### config.mk
export PLATFORM = sky130hd
export DESIGN_NAME = asg_gate
export DESIGN_NICKNAME = d
export VERILOG_FILES = /design/src/hdl/asg_pkg.sv /design/src/hdl/asg_gate.sv /design/src/hdl/asg_line_edge.sv
export VERILOG_INCLUDE_DIRS = /design/src /design/src/hdl
export SDC_FILE = /design/constraint.sdc
export NUM_CORES = 1
export LEC_CHECK = 0
export BUFFER_PORTS_ARGS = -buffer_cell sky130_fd_sc_hd__buf_4
export CORE_ASPECT_RATIO = 1.4
export CORE_MARGIN = 2
export CORE_UTILIZATION = 50
export DETAILED_ROUTE_END_ITERATION = 10
export GPL_ROUTABILITY_DRIVEN = 0
export PLACE_DENSITY = 0.74
export SLEW_MARGIN = 20
export SYNTH_ARGS = -nofsm -noshare
export SYNTH_HDL_FRONTEND = slang
export SYNTH_SLANG_ARGS = --single-unit
### constraint.sdc
create_clock -name mclk -period 2.7 [get_ports mclk]
set_clock_uncertainty 0.2 [all_clocks]
set_input_delay 0.54 -clock mclk [delete_from_list [all_inputs] [get_ports mclk]]
set_output_delay 0.54 -clock mclk [all_outputs]
set_load 0.01 [all_outputs]
### src/hdl/asg_regs.svh
`ifndef ASG_REGS_SVH
`define ASG_REGS_SVH
// burst frame count limits and reset value
`define ASG_COUNT_MIN 8'h01
`define ASG_COUNT_MAX 8'hFF
`define ASG_COUNT_RST 8'h01
// trigger origin encoding
`define ASG_SRC_SOFT 1'b0
`define ASG_SRC_LINE1 1'b1
// edge polarity encoding
`define ASG_EDGE_RISE 1'b0
`define ASG_EDGE_FALL 1'b1
// trigger target selector encoding
`define ASG_SEL_FRAME 1'b0
`define ASG_SEL_START 1'b1
`endif

### src/hdl/asg_pkg.sv
package asg_pkg;
	// gating state
	typedef enum logic [1:0] {
		ASG_IDLE,
		ASG_WAIT_START,
		ASG_WAIT_FRAME
	} asg_state_t;
	// static configuration of the gate
	typedef struct packed {
		logic gate_en;
		logic src;
		logic edge_sel;
		logic [7:0] burst_count;
	} asg_cfg_t;
endpackage : asg_pkg

### src/hdl/asg_gate.sv
`timescale 1ns/1ps
`include "asg_regs.svh"
// ***************************************************************
// Notes on behaviour
// RL1: the burst frame count holds only 1 to 255 while gating is enabled.
// RL2: with gating on, starting acquisition enters waiting-for-start.
// RL3: while waiting for start, frame triggers are ignored and no exposure starts.
// RL4: a valid start trigger while waiting moves to waiting-for-frame, where frame triggers are taken.
// RL5: accepted frame triggers are counted and the gate rearms when the count equals the burst count.
// RL6: after a burst the controller must give a new start trigger before more frames.
// RL7: every new start trigger after a burst reopens the gate, repeating without end.
// RL8: with gating on and software origin, the host issues a software start first.
// RL9: the host points the target selector at the start trigger, then issues the software command.
// RL10: while the selector addresses the start trigger, each software command is one start event.
// RL11: the host keeps the run style continuous while gating is on.
// RL12: with gating off, start triggers are made internally and none is needed from outside.
// RL13: with line one as origin, the chosen edge polarity gives the start trigger.
// RL14: a stop or reset clears the frame counter and returns to waiting-for-start; here both return to idle instead.
// ***************************************************************
module asg_gate (
	// clock and reset
	input wire logic mclk,
	input wire logic reset_n,
	// acquisition commands, one-cycle pulses
	input wire logic acq_start,
	input wire logic acq_stop,
	// configuration
	input wire asg_pkg::asg_cfg_t cfg,
	input wire logic target_sel,
	// triggers
	input wire logic soft_trig,
	input wire logic line_in,
	input wire logic frame_trig,
	// results
	output logic expose_start,
	output logic waiting_start,
	output logic waiting_frame,
	output logic [7:0] frame_cnt,
	output logic count_err
);
	typedef struct packed {
		asg_pkg::asg_state_t state;
		logic [7:0] burst;
		logic [7:0] cnt;
		logic expose;
		logic err;
		logic wait_s;
		logic wait_f;
	} asg_gate_st_t;
	asg_gate_st_t st_r;
	asg_gate_st_t st_nxt;
	logic line_edge;
	logic start_evt;

	// ***************************************************************
	// start trigger sources
	// ***************************************************************
	asg_line_edge u_edge (
		.mclk(mclk),
		.reset_n(reset_n),
		.line_in(line_in),
		.edge_sel(cfg.edge_sel),
		.edge_pulse(line_edge)
	);

	// software command counts only when aimed at the start trigger
	always_comb begin
		if (cfg.src == `ASG_SRC_LINE1) begin
			start_evt = line_edge; // see RL13
		end else begin
			start_evt = soft_trig && (target_sel == `ASG_SEL_START); // see RL10
		end
	end

	// ***************************************************************
	// gating state machine
	// ***************************************************************
	always_comb begin
		st_nxt = st_r;
		st_nxt.expose = 1'b0;
		// a zero count is out of range; keep the old value and flag it while gating is enabled
		if (cfg.burst_count < `ASG_COUNT_MIN) begin // see RL1
			st_nxt.err = cfg.gate_en;
		end else begin
			st_nxt.err = 1'b0;
			if (st_r.state != asg_pkg::ASG_WAIT_FRAME) begin
				st_nxt.burst = cfg.burst_count; // only latched between bursts
			end
		end
		case (st_r.state)
			asg_pkg::ASG_IDLE: begin
				if (acq_start) begin
					st_nxt.cnt = 8'h00;
					st_nxt.state = cfg.gate_en ? asg_pkg::ASG_WAIT_START : asg_pkg::ASG_WAIT_FRAME; // see RL2
				end
			end
			asg_pkg::ASG_WAIT_START: begin
				// frame triggers dropped here, so no exposure starts; see RL3
				if (!cfg.gate_en) begin // see RL12
					st_nxt.state = asg_pkg::ASG_WAIT_FRAME;
				end else if (start_evt) begin // see RL4
					st_nxt.state = asg_pkg::ASG_WAIT_FRAME; // see RL7
					st_nxt.cnt = 8'h00;
				end
			end
			asg_pkg::ASG_WAIT_FRAME: begin
				if (frame_trig) begin // see RL4
					st_nxt.expose = 1'b1;
					if (cfg.gate_en) begin
						if (st_r.cnt + 8'h01 == st_r.burst) begin // see RL5
							st_nxt.cnt = 8'h00;
							st_nxt.state = asg_pkg::ASG_WAIT_START;
						end else begin
							st_nxt.cnt = st_r.cnt + 8'h01;
						end
					end
				end
			end
			default: begin
				st_nxt.state = asg_pkg::ASG_IDLE;
			end
		endcase
		if (acq_stop) begin // see RL14
			st_nxt.state = asg_pkg::ASG_IDLE;
			st_nxt.cnt = 8'h00;
			st_nxt.expose = 1'b0;
		end
		// status flags are registered copies of the next state, so the pins never glitch
		st_nxt.wait_s = (st_nxt.state == asg_pkg::ASG_WAIT_START); // see RL2
		st_nxt.wait_f = (st_nxt.state == asg_pkg::ASG_WAIT_FRAME); // see RL4
	end

	// synchronous reset; the burst latch restarts at the smallest legal count
	always_ff @(posedge mclk) begin
		if (!reset_n) begin // see RL14
			st_r.state <= asg_pkg::ASG_IDLE;
			st_r.burst <= `ASG_COUNT_RST;
			st_r.cnt <= 8'h00;
			st_r.expose <= 1'b0;
			st_r.err <= 1'b0;
			st_r.wait_s <= 1'b0;
			st_r.wait_f <= 1'b0;
		end else begin
			st_r <= st_nxt;
		end
	end

	assign expose_start = st_r.expose;
	// every output is a plain flip-flop of the state record
	assign waiting_start = st_r.wait_s;
	assign waiting_frame = st_r.wait_f;
	assign frame_cnt = st_r.cnt;
	assign count_err = st_r.err;

	// ***************************************************************
	// checks
	// ***************************************************************
	// burst count range: a zero request is refused and the latch keeps its old value
	chk_burst_range: assert property (@(posedge mclk) disable iff (!reset_n) st_r.burst >= `ASG_COUNT_MIN) // see RL1
		else $error("burst count out of range");
	chk_count_flag: assert property (@(posedge mclk) disable iff (!reset_n) // see RL1
		cfg.gate_en && cfg.burst_count == 8'h00 |=> st_r.err)
		else $error("zero burst count not flagged");
	chk_burst_hold: assert property (@(posedge mclk) disable iff (!reset_n) // see RL1
		cfg.burst_count == 8'h00 |=> st_r.burst == $past(st_r.burst))
		else $error("zero burst count was latched");
	// entering and leaving the wait for start
	chk_start_enter: assert property (@(posedge mclk) disable iff (!reset_n) // see RL2
		st_r.state == asg_pkg::ASG_IDLE && acq_start && cfg.gate_en && !acq_stop
		|=> st_r.state == asg_pkg::ASG_WAIT_START)
		else $error("start did not enter wait for start");
	chk_flag_match: assert property (@(posedge mclk) disable iff (!reset_n) // see RL2
		waiting_start == (st_r.state == asg_pkg::ASG_WAIT_START)
		&& waiting_frame == (st_r.state == asg_pkg::ASG_WAIT_FRAME))
		else $error("status flags disagree with state");
	chk_no_expose: assert property (@(posedge mclk) disable iff (!reset_n) // see RL3
		st_r.state != asg_pkg::ASG_WAIT_FRAME |=> !st_r.expose)
		else $error("exposure outside frame wait");
	chk_frame_ignored: assert property (@(posedge mclk) disable iff (!reset_n) // see RL3
		st_r.state == asg_pkg::ASG_WAIT_START && frame_trig && cfg.gate_en && !start_evt && !acq_stop
		|=> st_r.state == asg_pkg::ASG_WAIT_START && !st_r.expose && st_r.cnt == 8'h00)
		else $error("frame trigger taken while waiting for start");
	chk_start_exit: assert property (@(posedge mclk) disable iff (!reset_n) // see RL4
		st_r.state == asg_pkg::ASG_WAIT_START && cfg.gate_en && start_evt && !acq_stop
		|=> st_r.state == asg_pkg::ASG_WAIT_FRAME && st_r.cnt == 8'h00)
		else $error("start trigger not taken");
	// counting inside a burst and rearming at its end
	chk_frame_count: assert property (@(posedge mclk) disable iff (!reset_n) // see RL5
		st_r.state == asg_pkg::ASG_WAIT_FRAME && cfg.gate_en && frame_trig && !acq_stop
		&& st_r.cnt + 8'h01 != st_r.burst
		|=> st_r.expose && st_r.state == asg_pkg::ASG_WAIT_FRAME && st_r.cnt == $past(st_r.cnt) + 8'h01)
		else $error("accepted frame not counted");
	chk_burst_end: assert property (@(posedge mclk) disable iff (!reset_n) // see RL5
		st_r.state == asg_pkg::ASG_WAIT_FRAME && cfg.gate_en && frame_trig && !acq_stop
		&& st_r.cnt + 8'h01 == st_r.burst
		|=> st_r.expose && st_r.state == asg_pkg::ASG_WAIT_START)
		else $error("burst did not rearm");
	// start sources: only the selected origin may open the gate
	chk_soft_select: assert property (@(posedge mclk) disable iff (!reset_n) // see RL10
		cfg.src == `ASG_SRC_SOFT && soft_trig && target_sel == `ASG_SEL_FRAME |-> !start_evt)
		else $error("software command taken while aimed elsewhere");
	chk_soft_aimed: assert property (@(posedge mclk) disable iff (!reset_n) // see RL10
		cfg.src == `ASG_SRC_SOFT && soft_trig && target_sel == `ASG_SEL_START |-> start_evt)
		else $error("aimed software command not taken");
	chk_line_only: assert property (@(posedge mclk) disable iff (!reset_n) // see RL13
		cfg.src == `ASG_SRC_LINE1 && soft_trig && !line_edge |-> !start_evt)
		else $error("software command taken with line origin");
	// gating off: no start trigger needed from outside
	chk_gate_off: assert property (@(posedge mclk) disable iff (!reset_n) // see RL12
		!cfg.gate_en && st_r.state == asg_pkg::ASG_WAIT_START && !acq_stop
		|=> st_r.state == asg_pkg::ASG_WAIT_FRAME)
		else $error("gating off still waits for start");
	chk_open_direct: assert property (@(posedge mclk) disable iff (!reset_n) // see RL12
		st_r.state == asg_pkg::ASG_IDLE && acq_start && !cfg.gate_en && !acq_stop
		|=> st_r.state == asg_pkg::ASG_WAIT_FRAME && st_r.cnt == 8'h00)
		else $error("gate off start did not open the gate");
	// stop and reset both clear the burst
	chk_stop_clear: assert property (@(posedge mclk) disable iff (!reset_n) // see RL14
		acq_stop |=> st_r.state == asg_pkg::ASG_IDLE && st_r.cnt == 8'h00 && !st_r.expose)
		else $error("stop did not clear");
	chk_reset_idle: assert property (@(posedge mclk) // see RL14
		!reset_n |=> st_r.state == asg_pkg::ASG_IDLE && st_r.cnt == 8'h00 && !waiting_start && !waiting_frame)
		else $error("reset did not return to idle");
endmodule : asg_gate

### src/hdl/asg_line_edge.sv
`timescale 1ns/1ps
`include "asg_regs.svh"
// synchronises the external line and reports the selected edge
module asg_line_edge (
	// clock and reset
	input wire logic mclk,
	input wire logic reset_n,
	// line and selection
	input wire logic line_in,
	input wire logic edge_sel,
	// result
	output logic edge_pulse
);
	typedef struct packed {
		logic s1;
		logic s2;
		logic s3;
		logic pulse;
		logic [1:0] live;
	} asg_edge_st_t;
	asg_edge_st_t st_r;
	asg_edge_st_t st_nxt;

	// two-stage sync, then compare stages two and three only
	// no edge is reported until stage three holds a real sample: a line idling high
	// would otherwise look like a rising edge straight after reset
	always_comb begin
		st_nxt = st_r;
		st_nxt.s1 = line_in;
		st_nxt.s2 = st_r.s1;
		st_nxt.s3 = st_r.s2;
		st_nxt.live = (st_r.live == 2'h3) ? 2'h3 : st_r.live + 2'h1;
		if (st_r.live != 2'h3) begin
			st_nxt.pulse = 1'b0;
		end else if (edge_sel == `ASG_EDGE_FALL) begin // see RL13
			st_nxt.pulse = st_r.s3 & ~st_r.s2;
		end else begin
			st_nxt.pulse = ~st_r.s3 & st_r.s2;
		end
	end

	always_ff @(posedge mclk) begin
		if (!reset_n) begin
			st_r <= '0;
		end else begin
			st_r <= st_nxt;
		end
	end

	assign edge_pulse = st_r.pulse;

	chk_edge_quiet: assert property (@(posedge mclk) disable iff (!reset_n) // see RL13
		st_r.live != 2'h3 |=> !st_r.pulse)
		else $error("line edge reported before sync filled");
endmodule : asg_line_edge

==> results.yml <==
run_status:
  status: "complete, no violations"
routing:
  drt_wl_total_um: 2876
  dr_total_vias: 1232
  wl_per_cell_um: 13.19
  drc_errors: 0
  viasPerCell: 5.651
  dr.pass1.iters: 4
  initialDrtViolationCount: 30
  ant_nets: 0
layout:
  fillCellCount: 247
  fin_nets: 202
  areaGrowthSynthToFinish_pct: 19.77
  postLayoutCoreUtil: 0.6163
  diodes: 0
  stdcell_count: 218
  drive_above_1_share: 0.2486
timing:
  drv_slew: 0
  hold_slack_ns: 0.2657
  fmax_mhz: 393.0
  max_slew_margin: 0.4102
  rsz0062_at_grt: "false"
  fin_crit_ns: 2.544
  period_share: 0.9424
  hold_violations: 0
  tightest_slew_ns: 0.8847
  setup_tns_ns: 0
  setup_viol: 0
critical_path:
  path_delay_family: "compound AO/OA/AOI/OAI gates"
  cp-endpoint: "frame_cnt[2]$_SDFFE_PP0P_"
  crit_cells: 7
  worstPathMaxFanout: 11
  crit_arrival_ns: 2.51
  worstSetupPathType: "flip-flop to flip-flop"
  rr_worst_depth: 7
  worstPathCellList: "ha_2 > inv_1 > or3_1 > a221o_1 > a211o_2 > a31oi_1 > mux2i_1"
  ff2ff_setup_slack_ns: 0.16
  required_ns: 2.67
  crit_path_start_kind: "flip-flop"
  rr_startpoint: "frame_cnt[1]$_SDFFE_PP0P_"
  end_kind: "flip-flop"
  critPathLaunch: "frame_cnt[1]$_SDFFE_PP0P_"
  rr_endpoint: "frame_cnt[2]$_SDFFE_PP0P_"
  critPathSlowestCell: "dfxtp_1"
  crit_buf_inv: 1
  max_stage_delay_ns: 0.42
yosys:
  synth_area_leaders: "dfxtp_1 39%, mux2i_1 5.6%, buf_4 4.2%, nor2b_1 3.5%, xnor2_1 3.0%"
  synth_async_sr_flop_share: 0
  yosys.area.top_type: "dfxtp_1"
  synth_top_family_by_area: "simple AND/OR/NAND/NOR gates"
  synth.area.mux_share: 0.05575
  syn_area_per_cell_um2: 9.149
  synth-compound-area-share: 0.1655
  synthSimpleGateAreaFrac: 0.2291
  synth_top_cell_area_share: 0.3902
  ys_types: 45
  yosysSeqAreaShare: 0.3902
  netlist_area_um2: 1436
  ys_ff_latch: 28
  synth_fp_nets: 177
  synth_edf_count: 0
  synth-warning-count: 0
  synth-main-ff-cell: "dfxtp_1"
  synthAdderAreaFrac: 0.008711
  synth_cells: 157
  synthXorXnorAreaFrac: 0.07056
global_route:
  gr-total-overflow: 0
  grt_pass1_vias: 1117
  track_usage: 0.1888
  grt_max_degree: 17
  grt_pass1_wl_um: 4843
  antenna_found_initial: 0
placed_design:
  place.port_buffers: 30
  dp_hpwl_um: 2293
  dp.cells: 214
power:
  p_sw_frac: 0.2075
  ir_worst_vdd_mv: 0.3789
  pwr-share-comb: 0.097
  power_frac_seq: 0.515
  powerDensity_nw_per_um2: 491.5
  p_clk_frac: 0.387
  p_leak_uw: 0.0007442
  internal_power_uw: 670.1
  p_switching_uw: 175.4
clocking:
  cts_buffers: 3
  ctsHoldBuffers: 0
  clkSinkCount: 28
  clockBufferDepth: 2
  clk_pin_slew_ns: 0.09
  cts_root_buffer: "clkbuf_8"
  post_cts_buffers: 0
  clk_latency_ns: 0.27
  cts_tree: "done"
  htreeDepth: 1
hold_path:
  worstHoldPathType: "flip-flop to flip-flop"
job:
  cap_violations: 0
floorplanning:
  num_rows: 23
  initial_core_util: 0.5146
  die_x_um: 49.30
  fp.dieH_um: 67.42
  pin_count: 31
  die_area_um2: 3324
  core_um2: 2791
[cells in the final DEF (no fill, tap or decap), types with 3 or more instances in the layout]
cell type and instances:
buf_4 34, nand3_1 8, xnor2_1 5, and2_1 6, inv_1 6, nor2_1 6
dfxtp_1 28, a21oi_1 4, o21ai_0 5, mux2i_1 8, o21a_1 3, nor2b_1 8
nand2_1 11, xor2_1 4, clkbuf_8 3
[what timing repair did]
action,in CTS,in global routing
resized for setup,0,2
endpoints found under the setup margin,0,6
hold endpoints to repair,0,0
[how the worst min path moves through the flow]
stage	start	endpoint	slack [ns]	cells after the start
floorplan	u_edge.st_nxt[4]$_SDFF_PN0_	u_edge.st_nxt[3]$_SDFF_PN0_	0.21	1
global placement	u_edge.st_nxt[4]$_SDFF_PN0_	u_edge.st_nxt[3]$_SDFF_PN0_	0.24	1
detailed placement	u_edge.st_nxt[4]$_SDFF_PN0_	u_edge.st_nxt[3]$_SDFF_PN0_	0.24	1
CTS	line_in	u_edge.st_nxt[4]$_SDFF_PN0_	0.27	2
global route	line_in	u_edge.st_nxt[4]$_SDFF_PN0_	0.26	2
finish	u_edge.st_nxt[4]$_SDFF_PN0_	u_edge.st_nxt[3]$_SDFF_PN0_	0.27	1
[cell usage after synthesis, types with 2 or more instances]
library cell / n
nand2b_1: 2
o311ai_1: 2
nor2b_1: 8
a32o_1: 2
xnor2_1: 5
xor2_1: 4
inv_1: 6
nor4_1: 2
nand4_1: 2
nor2_1: 6
clkbuf_1: 3
mux2i_1: 8
a21oi_1: 4
a31oi_1: 2
o21ai_0: 5
dfxtp_1: 28
o221a_2: 2
buf_2: 2
buf_4: 8
or3_1: 2
and3b_1: 2
and3_1: 2
o21a_1: 3
a211o_1: 3
and2_1: 6
o211ai_1: 2
nand2_1: 11
nand3_1: 8
[power groups by stage]
stage,logic (uW),registers [uW],clock network [uW]
2_1_floorplan,49.6,443,0
3_3_place_gp,79.4,445,0
3_5_place_dp,82.1,445,0
4_1_cts,82.5,436,331
5_1_grt,91.4,438,351
6_report,82.3,436,328
[kinds of logic (layout without fill, tap and decap cells)]
kind of cell    count (synthesis)  count (layout)
flops                          28              28
compound gates                 32              32
xor+xnor                       10              10
simple gates                   58              58
mux                             8               8
fa+ha+maj                       1               1
buf+inv                        20              44
[area by class of cell]
type	count	area, um^2	share of cell area
multi-input combinational	109	764.5	0.4444
sequential	28	560.5	0.3258
timing repair buffer	34	255.2	0.1484
tap	37	46.29	0.02691
clock buffer	3	41.29	0.02400
clock inverter	1	30.03	0.01745
inverter	6	22.52	0.01309
[layer usage]
layer  GRT usage  vias to the layer above  wire, um
li1            -                      602         -
met1      0.2099                      584      1196
met2      0.3497                       36      1503
met3     0.02434                       10       110
met4      0.1000                        0        65
met5           0                        -         0
[metrics by stage]
step                      area [um^2]  setup slack [ns]  power (uW)
after floorplan                  1436            0.2639       493.0
after global placement           1645            0.2061       523.9
after detailed placement         1645           0.09580       527.4
after CTS                        1717           0.07401       849.3
after global routing             1720           0.03997       880.5
final                            1720            0.1556       845.5
[flip-flops by register name (all words and copies together), names as in the netlist]
| signal | flops |
|---|---|
| st_r | 10 |
| frame_cnt | 8 |
| count_err | 1 |
| u_edge.st_nxt | 2 |
| u_edge.edge_pulse | 1 |
| waiting_start | 1 |
| expose_start | 1 |
| u_edge.st_r | 3 |
| waiting_frame | 1 |
[worst register-to-register path, stage by stage (launching register included)]
cell	delay, ns
dfxtp_1	0.42
ha_2	0.28
inv_1	0.10
or3_1	0.38
a221o_1	0.38
a211o_2	0.40
a31oi_1	0.20
mux2i_1	0.09
Power figures use the tool's default switching activity.
